[config.mk]
export PLATFORM = sky130hd
export DESIGN_NAME = pcsl_top
export DESIGN_NICKNAME = d
export VERILOG_FILES = /design/src/hw/pcsl_pkg.sv /design/src/hw/pcsl_top.sv
export SDC_FILE = /design/constraint.sdc
export NUM_CORES = 1
export LEC_CHECK = 0
export BUFFER_PORTS_ARGS = -buffer_cell sky130_fd_sc_hd__buf_2
export CORE_MARGIN = 3
export CORE_UTILIZATION = 40
export CTS_BUF_LIST = sky130_fd_sc_hd__clkbuf_8 sky130_fd_sc_hd__clkbuf_16
export CTS_CLUSTER_DIAMETER = 100
export DETAILED_ROUTE_END_ITERATION = 7
export GPL_TIMING_DRIVEN = 0
export PLACE_DENSITY = 0.66
export SLEW_MARGIN = 30
export SYNTH_ARGS = -nofsm -noshare
export SYNTH_HDL_FRONTEND = slang
export SYNTH_SLANG_ARGS = --single-unit
[constraint.sdc]
create_clock -name clk_in -period 3.9 [get_ports clk_in]
set_input_delay 0.78 -clock clk_in [delete_from_list [all_inputs] [get_ports clk_in]]
set_output_delay 0.78 -clock clk_in [all_outputs]
set_load 0.1 [all_outputs]
[src/hw/pcsl_pkg.sv]
/*
 * Package for the peripheral clock select and LED burst clock block:
 * register offsets, field positions, reset values and source codes.
 * Assumes a 32-bit register port with byte offsets.
 */
package pcsl_pkg;

  // ----------------------------------------------------------------
  // Register map
  // ----------------------------------------------------------------
  localparam logic [7:0]  PCSL_OFS_PERIPH_SEL  = 8'h2C;
  localparam logic [7:0]  PCSL_OFS_LED_CFG     = 8'h30;
  localparam logic [7:0]  PCSL_OFS_BOUNCE      = 8'h34;
  localparam logic [31:0] PCSL_RST_PERIPH_SEL  = 32'h0000_3800;
  localparam logic [31:0] PCSL_RST_LED_CFG     = 32'h7805_0000;
  localparam logic [31:0] PCSL_RST_BOUNCE      = 32'h0000_0000;
  localparam logic [31:0] PCSL_MASK_PERIPH_SEL = 32'hCE00_FDFF;
  localparam logic [31:0] PCSL_MASK_LED_CFG    = 32'hFFFF_0F0F;
  localparam logic [31:0] PCSL_MASK_BOUNCE     = 32'h00FF_0FF0;

  // ----------------------------------------------------------------
  // Field positions
  // ----------------------------------------------------------------
  localparam int PCSL_BIT_ADV_TIMER_SEL   = 31;
  localparam int PCSL_BIT_BASIC_TIMER_SEL = 30;
  localparam int PCSL_BIT_LCD_SEL         = 27;
  localparam int PCSL_POS_ADC_WORK_SEL    = 25;
  localparam int PCSL_POS_ADC_ONE_MHZ_DIV = 11;
  localparam int PCSL_BIT_ADC_ONE_MHZ_SRC = 10;
  localparam int PCSL_POS_ADC_PLL_DIV     = 4;
  localparam int PCSL_POS_ADC_AHB_DIV     = 0;
  localparam int PCSL_POS_LED_PERIOD      = 24;
  localparam int PCSL_POS_LED_LOW         = 16;
  localparam int PCSL_POS_LED_DIV         = 8;
  localparam int PCSL_BIT_LED_DMA_EN      = 3;
  localparam int PCSL_BIT_LED_DONE        = 2;
  localparam int PCSL_BIT_LED_SRC         = 1;
  localparam int PCSL_BIT_LED_EN          = 0;
  localparam int PCSL_POS_BOUNCE_RESET    = 16;
  localparam int PCSL_POS_BOUNCE_DETECT   = 4;

  // ----------------------------------------------------------------
  // Source codes driven to the clock muxes
  // ----------------------------------------------------------------
  localparam logic [1:0] PCSL_TIMER_SRC_BUS    = 2'h0;
  localparam logic [1:0] PCSL_TIMER_SRC_BUS_X2 = 2'h1;
  localparam logic [1:0] PCSL_TIMER_SRC_ALT    = 2'h2;
  localparam logic [3:0] PCSL_LCD_DIV_INTERNAL = 4'h8;
  localparam logic [4:0] PCSL_LCD_DIV_EXTERNAL = 5'h10;

endpackage

[src/hw/pcsl_top.sv]
/*
 * Peripheral clock selection, ADC prescaler decode, LED grey-scale
 * burst generator and ground-bounce monitor enables.
 * Toward the clock muxes only codes and divisor values leave; the muxes and
 * dividers that act on them sit outside, and a reserved work
 * clock code is passed to them untouched.
 * Assumes the oscillator ticks and bus prescaler flags come from logic
 * on clk_in, so no synchronisers are needed on them.
 */
// How it works
// - Advanced timer: bit 0 picks bus clock or double, bit 1 system clock.
// - Basic timer: bit 0 picks bus clock or double, bit 1 slow oscillator.
// - LCD takes internal oscillator over 8, or external oscillator over 16.
// - ADC work clock: 00 internal 24 MHz, 01 PLL, 10 AHB, 11 reserved.
// - ADC one-MHz divider divides by field value plus one.
// - ADC one-MHz source is internal oscillator at 0, external at 1.
// - ADC PLL clock gated when divider top bit is 0; 10000 undivided.
// - PLL codes 10001..11011 divide 2..256 in order, others by 256.
// - AHB divider codes 0..8 divide 1..32, higher codes by 32.
// - LED period count field holds N, 0 to 255.
// - LED low count field holds M, 0 to 255.
// - LED divider codes 1000..1101 give 32..160; 1110, 1111 give 64.
// - LED output held off while divider field top bit is 0.
// - DMA request issued at burst end only when its enable is set.
// - Complete flag sets when counted periods reach M plus N.
// - Writing 1 clears complete flag, writing 0 leaves it.
// - LED source is internal oscillator at 0, external at 1.
// - LED enable bit turns the burst generator on and off.
// - Eight bits allow each bounce monitor to request a reset.
// - Eight bits enable detection for each bounce monitor.
// - Selection register at 0x2C, reset value 0x00003800.
`timescale 1ns/1ps

module pcsl_top (
  // Clock, reset and enable
  input  wire logic        clk_in,
  input  wire logic        rst_n_in,
  input  wire logic        ce_in,
  // Register port
  input  wire logic [7:0]  addr_in,
  input  wire logic [31:0] wdata_in,
  input  wire logic        wr_in,
  input  wire logic        rd_in,
  output logic      [31:0] rdata_out,
  // Bus prescaler state
  input  wire logic        high_speed_prescale_one_in,
  input  wire logic        low_speed_prescale_one_in,
  // Oscillator ticks for the burst generator
  input  wire logic        internal_fast_tick_in,
  input  wire logic        external_fast_tick_in,
  // Clock mux controls
  output logic      [1:0]  advanced_timer_clock_sel_out,
  output logic      [1:0]  basic_timer_clock_sel_out,
  output logic             lcd_clock_select_out,
  output logic      [4:0]  lcd_clock_divide_out,
  output logic      [1:0]  adc_work_clock_select_out,
  output logic             adc_one_mhz_source_select_out,
  output logic      [5:0]  adc_one_mhz_divide_out,
  output logic             adc_pll_clock_enable_out,
  output logic      [8:0]  adc_pll_divide_out,
  output logic      [5:0]  adc_ahb_divide_out,
  // LED burst clock
  output logic             led_greyscale_clock_out,
  output logic             led_dma_request_out,
  // Ground-bounce monitors
  output logic      [3:0]  bounce_pos_reset_enable_out,
  output logic      [3:0]  bounce_neg_reset_enable_out,
  output logic      [3:0]  bounce_pos_detect_enable_out,
  output logic      [3:0]  bounce_neg_detect_enable_out
);
  import pcsl_pkg::*;

  // ----------------------------------------------------------------
  // Divider decoding
  // ----------------------------------------------------------------

  // Unused ADC codes fall back to the slowest divisor,
  // so a stray write cannot overclock the converter.

  // PLL prescaler; zero means the PLL-derived clock is gated
  function automatic logic [8:0] pll_divisor(input logic [4:0] code);
    logic [8:0] d;
    d = 9'h000;
    if (code[4]) begin
      unique case (code[3:0])
        4'h0:    d = 9'h001;
        4'h1:    d = 9'h002;
        4'h2:    d = 9'h004;
        4'h3:    d = 9'h006;
        4'h4:    d = 9'h008;
        4'h5:    d = 9'h00A;
        4'h6:    d = 9'h00C;
        4'h7:    d = 9'h010;
        4'h8:    d = 9'h020;
        4'h9:    d = 9'h040;
        4'hA:    d = 9'h080;
        default: d = 9'h100;
      endcase
    end
    return d;
  endfunction

  // AHB prescaler for the ADC
  function automatic logic [5:0] ahb_divisor(input logic [3:0] code);
    logic [5:0] d;
    unique case (code)
      4'h0:    d = 6'h01;
      4'h1:    d = 6'h02;
      4'h2:    d = 6'h04;
      4'h3:    d = 6'h06;
      4'h4:    d = 6'h08;
      4'h5:    d = 6'h0A;
      4'h6:    d = 6'h0C;
      4'h7:    d = 6'h10;
      default: d = 6'h20;
    endcase
    return d;
  endfunction

  // LED burst prescaler, top bit already checked by the caller
  function automatic logic [7:0] led_divisor(input logic [2:0] code);
    logic [7:0] d;
    unique case (code)
      3'h0:    d = 8'h20;
      3'h1:    d = 8'h28;
      3'h2:    d = 8'h32;
      3'h3:    d = 8'h40;
      3'h4:    d = 8'h50;
      3'h5:    d = 8'hA0;
      default: d = 8'h40;
    endcase
    return d;
  endfunction

  // ----------------------------------------------------------------
  // State
  // ----------------------------------------------------------------
  // One record holds all state: the three registers, read data,
  // the burst generator and registered copies of every decode.
  // The decode works on the next register value, so it lands with the write, and each
  // output then comes straight from a flip-flop and no decode
  // glitch can reach a clock mux.
  typedef struct packed {
    logic [31:0] periph_sel;
    logic [31:0] led_cfg;
    logic [31:0] bounce;
    logic [31:0] rdata;
    logic        en_seen;
    logic        running;
    logic [7:0]  div_cnt;
    logic [8:0]  pulse_cnt;
    logic        bclk;
    logic        dma_req;
    logic [1:0]  adv_sel;
    logic [1:0]  basic_sel;
    logic [4:0]  lcd_div;
    logic        pll_en;
    logic [8:0]  pll_div;
    logic [5:0]  ahb_div;
    logic [5:0]  one_mhz_div;
  } pcsl_state_type;

  // Registers take their reset words; everything else starts at zero
  localparam pcsl_state_type PCSL_STATE_RESET = '{
    periph_sel:  PCSL_RST_PERIPH_SEL,
    led_cfg:     PCSL_RST_LED_CFG,
    bounce:      PCSL_RST_BOUNCE,
    default:     '0
  };

  pcsl_state_type state;
  pcsl_state_type next_state;

  // Field views of the current configuration
  logic [7:0] led_period;
  logic [7:0] led_low;
  logic [3:0] led_div_code;
  logic       led_enable;
  logic       led_active;
  logic [7:0] led_div;
  logic [8:0] burst_total;
  logic       src_tick;
  logic       period_end;
  logic       burst_end;
  // A divisor of one (divider top bit clear) only occurs while
  // led_active is low, so the stepping branch never runs on it and
  // the divider count is left alone.

  // Burst sizing and source pick
  // Nine bits for M plus N, so 255 + 255 cannot wrap;
  // the source pick follows its select bit at once, even mid-burst
  always_comb begin
    led_period   = state.led_cfg[PCSL_POS_LED_PERIOD +: 8];
    led_low      = state.led_cfg[PCSL_POS_LED_LOW +: 8];
    led_div_code = state.led_cfg[PCSL_POS_LED_DIV +: 4];
    led_enable   = state.led_cfg[PCSL_BIT_LED_EN];
    led_active   = led_enable && led_div_code[3];
    led_div      = led_div_code[3] ? led_divisor(led_div_code[2:0]) : 8'h01;
    burst_total  = {1'b0, led_period} + {1'b0, led_low};
    src_tick     = state.led_cfg[PCSL_BIT_LED_SRC] ?
                   external_fast_tick_in : internal_fast_tick_in;
    period_end   = state.running && src_tick && (state.div_cnt == led_div - 8'h01);
    burst_end    = period_end && (state.pulse_cnt + 9'h001 >= burst_total);
  end

  // ----------------------------------------------------------------
  // Next-state logic
  // ----------------------------------------------------------------

  // Register writes, burst generator and decoded mux controls in one pass
  always_comb begin
    logic done_set;
    logic done_clr;
    logic start;
    done_set   = 1'b0;
    done_clr   = 1'b0;
    start      = 1'b0;
    next_state = state;
    next_state.dma_req = 1'b0;

    // Software writes; reserved bits stay zero
    if (wr_in) begin
      unique case (addr_in)
        PCSL_OFS_PERIPH_SEL: begin
          next_state.periph_sel = wdata_in & PCSL_MASK_PERIPH_SEL;
        end
        PCSL_OFS_LED_CFG: begin
          next_state.led_cfg = (wdata_in & PCSL_MASK_LED_CFG)
                             & ~(32'h0000_0001 << PCSL_BIT_LED_DONE);
          next_state.led_cfg[PCSL_BIT_LED_DONE] = state.led_cfg[PCSL_BIT_LED_DONE];
          // The done bit keeps its value here; it settles further down
          done_clr = wdata_in[PCSL_BIT_LED_DONE];
        end
        PCSL_OFS_BOUNCE: begin
          next_state.bounce = wdata_in & PCSL_MASK_BOUNCE;
        end
        default: begin
        end
      endcase
    end

    // Reads answer one cycle later; unmapped offsets read zero
    // rather than an old word, so a wrong address shows at once
    if (rd_in) begin
      unique case (addr_in)
        PCSL_OFS_PERIPH_SEL: next_state.rdata = state.periph_sel;
        PCSL_OFS_LED_CFG:    next_state.rdata = state.led_cfg;
        PCSL_OFS_BOUNCE:     next_state.rdata = state.bounce;
        default:             next_state.rdata = 32'h0000_0000;
      endcase
    end

    // A fresh enable starts a new burst from a cleared count.
    // The detector resets low and the generator is off after
    // reset, so leaving reset never starts a burst by itself.
    next_state.en_seen = led_active;
    if (led_active && !state.en_seen) begin
      start = 1'b1;
      next_state.div_cnt   = 8'h00;
      next_state.pulse_cnt = 9'h000;
      next_state.running   = 1'b1;
      if (burst_total == 9'h000) begin
        next_state.running = 1'b0;
        done_set = 1'b1;
        next_state.dma_req = state.led_cfg[PCSL_BIT_LED_DMA_EN];
      end
    end

    // Generator steps once per source tick while running.
    // A tick in the start cycle is dropped: the count was just
    // cleared and the first high phase is already under way.
    if (!led_active) begin
      next_state.running = 1'b0;
    end else if (!start && state.running && src_tick) begin
      if (period_end) begin
        next_state.div_cnt   = 8'h00;
        next_state.pulse_cnt = state.pulse_cnt + 9'h001;
      end else begin
        next_state.div_cnt = state.div_cnt + 8'h01;
      end
      if (burst_end) begin
        next_state.running = 1'b0;
        done_set = 1'b1;
        next_state.dma_req = state.led_cfg[PCSL_BIT_LED_DMA_EN];
      end
    end

    // Period pulses first, then the low-level periods; every legal
    // divisor is even, so the high and low halves are equal
    next_state.bclk = next_state.running
                   && (next_state.pulse_cnt < {1'b0, led_period})
                   && (next_state.div_cnt < {1'b0, led_div[7:1]});

    // A completion in the clearing cycle wins over the clear,
    // so polling software cannot miss a finished burst
    if (done_set) begin
      next_state.led_cfg[PCSL_BIT_LED_DONE] = 1'b1;
    end else if (done_clr) begin
      next_state.led_cfg[PCSL_BIT_LED_DONE] = 1'b0;
    end

    // Timer mux codes from selects and bus prescalers.
    // The prescaler flags are sampled every cycle, so a bus
    // prescaler change reaches the code one cycle later.
    if (next_state.periph_sel[PCSL_BIT_ADV_TIMER_SEL]) begin
      next_state.adv_sel = PCSL_TIMER_SRC_ALT;
    end else begin
      next_state.adv_sel = high_speed_prescale_one_in ?
                           PCSL_TIMER_SRC_BUS : PCSL_TIMER_SRC_BUS_X2;
    end
    if (next_state.periph_sel[PCSL_BIT_BASIC_TIMER_SEL]) begin
      next_state.basic_sel = PCSL_TIMER_SRC_ALT;
    end else begin
      next_state.basic_sel = low_speed_prescale_one_in ?
                             PCSL_TIMER_SRC_BUS : PCSL_TIMER_SRC_BUS_X2;
    end

    // ADC and LCD divider values
    next_state.lcd_div = next_state.periph_sel[PCSL_BIT_LCD_SEL] ?
                         PCSL_LCD_DIV_EXTERNAL : {1'b0, PCSL_LCD_DIV_INTERNAL};
    next_state.pll_div = pll_divisor(next_state.periph_sel[PCSL_POS_ADC_PLL_DIV +: 5]);
    next_state.pll_en  = next_state.periph_sel[PCSL_POS_ADC_PLL_DIV + 4];
    next_state.ahb_div = ahb_divisor(next_state.periph_sel[PCSL_POS_ADC_AHB_DIV +: 4]);
    next_state.one_mhz_div = {1'b0, next_state.periph_sel[PCSL_POS_ADC_ONE_MHZ_DIV +: 5]}
                           + 6'h01;
  end

  // ----------------------------------------------------------------
  // State register
  // ----------------------------------------------------------------

  // Clock enable low freezes every field, flags included; a burst
  // paused this way resumes where it stopped. Decoded outputs read
  // zero in reset and take their values at the first enabled edge.
  always_ff @(posedge clk_in or negedge rst_n_in) begin
    if (!rst_n_in) begin
      state <= PCSL_STATE_RESET;
    end else if (ce_in) begin
      state <= next_state;
    end
  end

  // ----------------------------------------------------------------
  // Outputs
  // ----------------------------------------------------------------

  // All outputs are flip-flop fields; the work clock code passes raw
  // so a reserved code reaches the mux unchanged, which treats it as off
  assign rdata_out                     = state.rdata;
  assign advanced_timer_clock_sel_out  = state.adv_sel;
  assign basic_timer_clock_sel_out     = state.basic_sel;
  assign lcd_clock_select_out          = state.periph_sel[PCSL_BIT_LCD_SEL];
  assign lcd_clock_divide_out          = state.lcd_div;
  assign adc_work_clock_select_out     = state.periph_sel[PCSL_POS_ADC_WORK_SEL +: 2];
  assign adc_one_mhz_source_select_out = state.periph_sel[PCSL_BIT_ADC_ONE_MHZ_SRC];
  assign adc_one_mhz_divide_out        = state.one_mhz_div;
  assign adc_pll_clock_enable_out      = state.pll_en;
  assign adc_pll_divide_out            = state.pll_div;
  assign adc_ahb_divide_out            = state.ahb_div;
  assign led_greyscale_clock_out       = state.bclk;
  assign led_dma_request_out           = state.dma_req;
  // Bounce enables are plain register bits; the monitors
  // and the reset request path lie outside this block
  assign bounce_pos_reset_enable_out   = state.bounce[PCSL_POS_BOUNCE_RESET + 4 +: 4];
  assign bounce_neg_reset_enable_out   = state.bounce[PCSL_POS_BOUNCE_RESET +: 4];
  assign bounce_pos_detect_enable_out  = state.bounce[PCSL_POS_BOUNCE_DETECT + 4 +: 4];
  assign bounce_neg_detect_enable_out  = state.bounce[PCSL_POS_BOUNCE_DETECT +: 4];

endmodule

==> summary.md <==
| Metric | Value |
|---|---|
| Dominant synthesized flop cell | dfrtp_1 |
| Share of cells above drive strength 1 | 35.8% |
| Area Overhead vs Synth | 23.3% |
| Largest net degree at the start of global routing | 77 |
| Register-to-Register Path Depth | 19 |
| Fin Setup TNS | -0.309 ns |
| DR vias/cell | 5.41 |
| Power Density | 369 mW/mm2 |
| CTS H-tree depth | 4 |
| Initial core utilization | 41.3% |
| Global-route wire length before repair | 36,000 um |
| Cells after DPL | 1,226 |
| Hold WS | 0.328 ns |
| Final period util | 108% |
| DR vias | 6,882 |
| Clk_lat worst skew | 0.43 ns |
| 1st-pass router iterations | 5 |
| Fraction of registers with async set/reset | 100% |
| Slew margin rel. | 38.1% |
| Fin nets | 1,078 |
| Combinational Power Share | 14.9% |
| Top-level port count | 134 |
| Hold/Removal Path Class | primary input to async pin |
| Grt ovf | 0 |
| Core area | 0.0198 mm2 |
| Clock group share of total power | 44.6% |
| Slew Limit Fails | 0 |
| Min cycle time layout | 4.21 ns |
| CP Max Fanout | 6 |
| Power Internal | 0.00260 W |
| DIE AREA | 0.0222 mm2 |
| DRC violations left | 0 |
| Psw | 0.00111 W |
| # hold bufs at CTS | 0 |
| Final WL | 23,000 um |
| # fillers | 1,835 |
| Antenna diodes | 0 |
| 1st-iter DRT viols | 679 |
| Row count | 51 |
| Synth unique cells | 67 |
| Yosys reg bits | 136 |
| CTS buffer count | 17 |
| Max Cap Viol | 0 |
| Synth Cell Area | 0.00816 mm2 |
| Register area share after synthesis | 41.8% |
| Worst Skew | 0.0135 ns |
| Vias in the first global route | 6,500 |
| Port bufs | 130 |
| Max clock buf depth | 2 |
| Failing checks | setup timing |
| Worst VDD drop | 0.000281 V |
| Worst Setup Start Kind | register |
| Least-Margin Pin Slew | 0.922 ns |
| DP Wirelength | 17,000 um |
| Syn_area_per_cell | 9.86 um2 |
| Net Sw Frac | 30.0% |
| Synth Instances | 828 |
| Final ANT Viol Nets | 0 |
| GR Util All Layers | 20.8% |
| Worst Slack Setup Final | -0.309 ns |
| Run status | finished, violations left |
| Critical path arrival | 4.55 ns |
| Critical Path RT | 4.24 ns |
| Critical Setup Path Class | register to register |
| RSZ-0062 raised after global routing | true |
| Sequential Power Share | 40.5% |
| Clk root buf | clkbuf_16 |
| Fin cells | 1,273 |
| Yosys warning total | 0 |
| Clock sinks | 136 |
| Fmax | 238 MHz |
| Routability Congestion | 0.892 |
| Final setup fails | 1 |
| Hold Vio Cnt, Final | 0 |
| Initial antenna violation count | 1 |
| Leakage | 5.03 nW |
| Die H | 149 um |
| Drt wl/cell | 18.0 um |
| Die span in x | 149 um |
| Dpl ws | -0.578 ns |
| Reg clk slew, reported paths | 0.07 ns |
| Worst Setup End Kind | register |
| Post-synth EDFFs | 0 |
| CTS tree | yes |
-- worst paths after layout --
| check | startpoint | endpoint | slack (ns) |
|---|---|---|---|
| max in group asynchronous | rst_n_in | led_low[2] | 2.82 |
| hold / removal | rst_n_in | adc_one_mhz_divide_out[1] | 0.33 |
| min in group clk_in | rdata_out[18] | rdata_out[18] | 0.48 |
| setup / recovery | led_div_code[2] | led_greyscale_clock_out | -0.31 |
| setup reg to reg | led_div_code[2] | led_greyscale_clock_out | -0.31 |
| hold reg to reg | rdata_out[18] | rdata_out[18] | 0.48 |
-- cell usage after synthesis, types with 9 or more instances --
| master | count | area [um2] |
|---|---|---|
| dfrtp_1 | 127 | 3180 |
| nand2_1 | 85 | 319 |
| buf_4 | 83 | 623 |
| o21ai_0 | 71 | 355 |
| mux2_2 | 53 | 597 |
| nor2_1 | 35 | 131 |
| ha_1 | 33 | 413 |
| inv_1 | 32 | 120 |
| clkbuf_1 | 28 | 105 |
| mux2i_1 | 28 | 280 |
| a21oi_1 | 25 | 125 |
| nand3_1 | 21 | 105 |
| a22o_1 | 15 | 131 |
| o31ai_1 | 10 | 75.1 |
| a22oi_1 | 9 | 67.6 |
| dfstp_2 | 9 | 236 |
| xnor2_1 | 9 | 78.8 |
-- metrics by stage --
step,instance area [um2],power [W],utilization (%)
final,10100,0.00371,50.9
after global routing,10100,0.00385,50.9
after floorplan,8240,0.00191,-
after CTS,9990,0.00373,50.5
after detailed placement,9260,0.00207,46.8
after global placement,9220,0.00206,46.6
-- logic make-up after synthesis --
group           Yosys count  share of synthesized area, %
buf+inv                 154                          11.4
mux                      82                          10.9
simple gates            209                          12.6
other cells               1                        0.0460
xor+xnor                 17                          1.82
compound gates          195                          16.1
flops                   136                          41.8
fa+ha+maj                34                          5.31
-- per-layer routing --
layer  up-vias  share of wire, %  GRT usage [%]
li1       3236                 -              -
met1      3324                45           29.1
met2       286                45           32.4
met3        34               7.9           5.17
met4         2               2.0           5.90
met5         -             0.052              0
-- timing repair --
| action | 4_1_cts | 5_1_grt |
|---|---|---|
| setup buffers | 9 | 7 |
| endpoints found under the setup margin | 1 | 1 |
| gates resized for setup | 10 | 7 |
| pin swaps | 11 | 9 |
-- registers in the layout, indices dropped and copies added, names as in the netlist, 5 cells and up --
signal / count
adc_ahb_divide_out: 5
adc_one_mhz_divide_out: 6
adc_pll_divide_out: 9
led_low: 8
led_period: 8
rdata_out: 32
state: 38
-- cell type report --
type                       instances  area (um2)  area share (%)
inverter                          32         120            1.19
clock inverter                    14         164            1.63
clock buffer                      18         439            4.37
tap                              265         332            3.30
multi-input combinational        540        3960            39.4
timing repair buffer             147         806            8.01
buffer                           121         822            8.17
sequential                       136        3410            33.9
-- power by group through the flow --
| stage | clock network, W | logic (W) | registers (W) |
|---|---|---|---|
| finish | 0.00165 | 0.000552 | 0.00150 |
| global placement | 0 | 0.000529 | 0.00153 |
| global route | 0.00174 | 0.000595 | 0.00151 |
| detailed placement | 0 | 0.000540 | 0.00153 |
| floorplan | 0 | 0.000389 | 0.00152 |
| CTS | 0.00168 | 0.000550 | 0.00150 |
-- layout by cell type (no fill, tap or decap), types with 9 or more instances in the layout --
master / instances
a21oi_1: 25
a22o_1: 15
a22oi_1: 9
buf_2: 132
buf_4: 97
clkbuf_1: 28
clkbuf_16: 17
dfrtp_1: 127
dfstp_2: 9
ha_1: 32
inv_1: 31
mux2_2: 53
mux2i_1: 28
nand2_1: 84
nand3_1: 20
nor2_1: 35
o21ai_0: 64
o31ai_1: 10
-- critical path, stage by stage (launching register included) --
cell and delay, ns:
dfrtp_1 0.37, buf_6 0.12, nand2b_4 0.14, o21ai_4 0.14, inv_2 0.06, ha_4 0.15, xor2_1 0.23, o2111a_1 0.23
nor2_1 0.08, or4_4 0.58, buf_8 0.17, o21ai_2 0.11, o41ai_2 0.08, a22o_1 0.23, ha_1 0.29, and4_1 0.23
o211ai_1 0.28, o221ai_1 0.15, a211o_1 0.29, o32ai_2 0.20
Note: power is estimated with default switching activity, not from simulation.
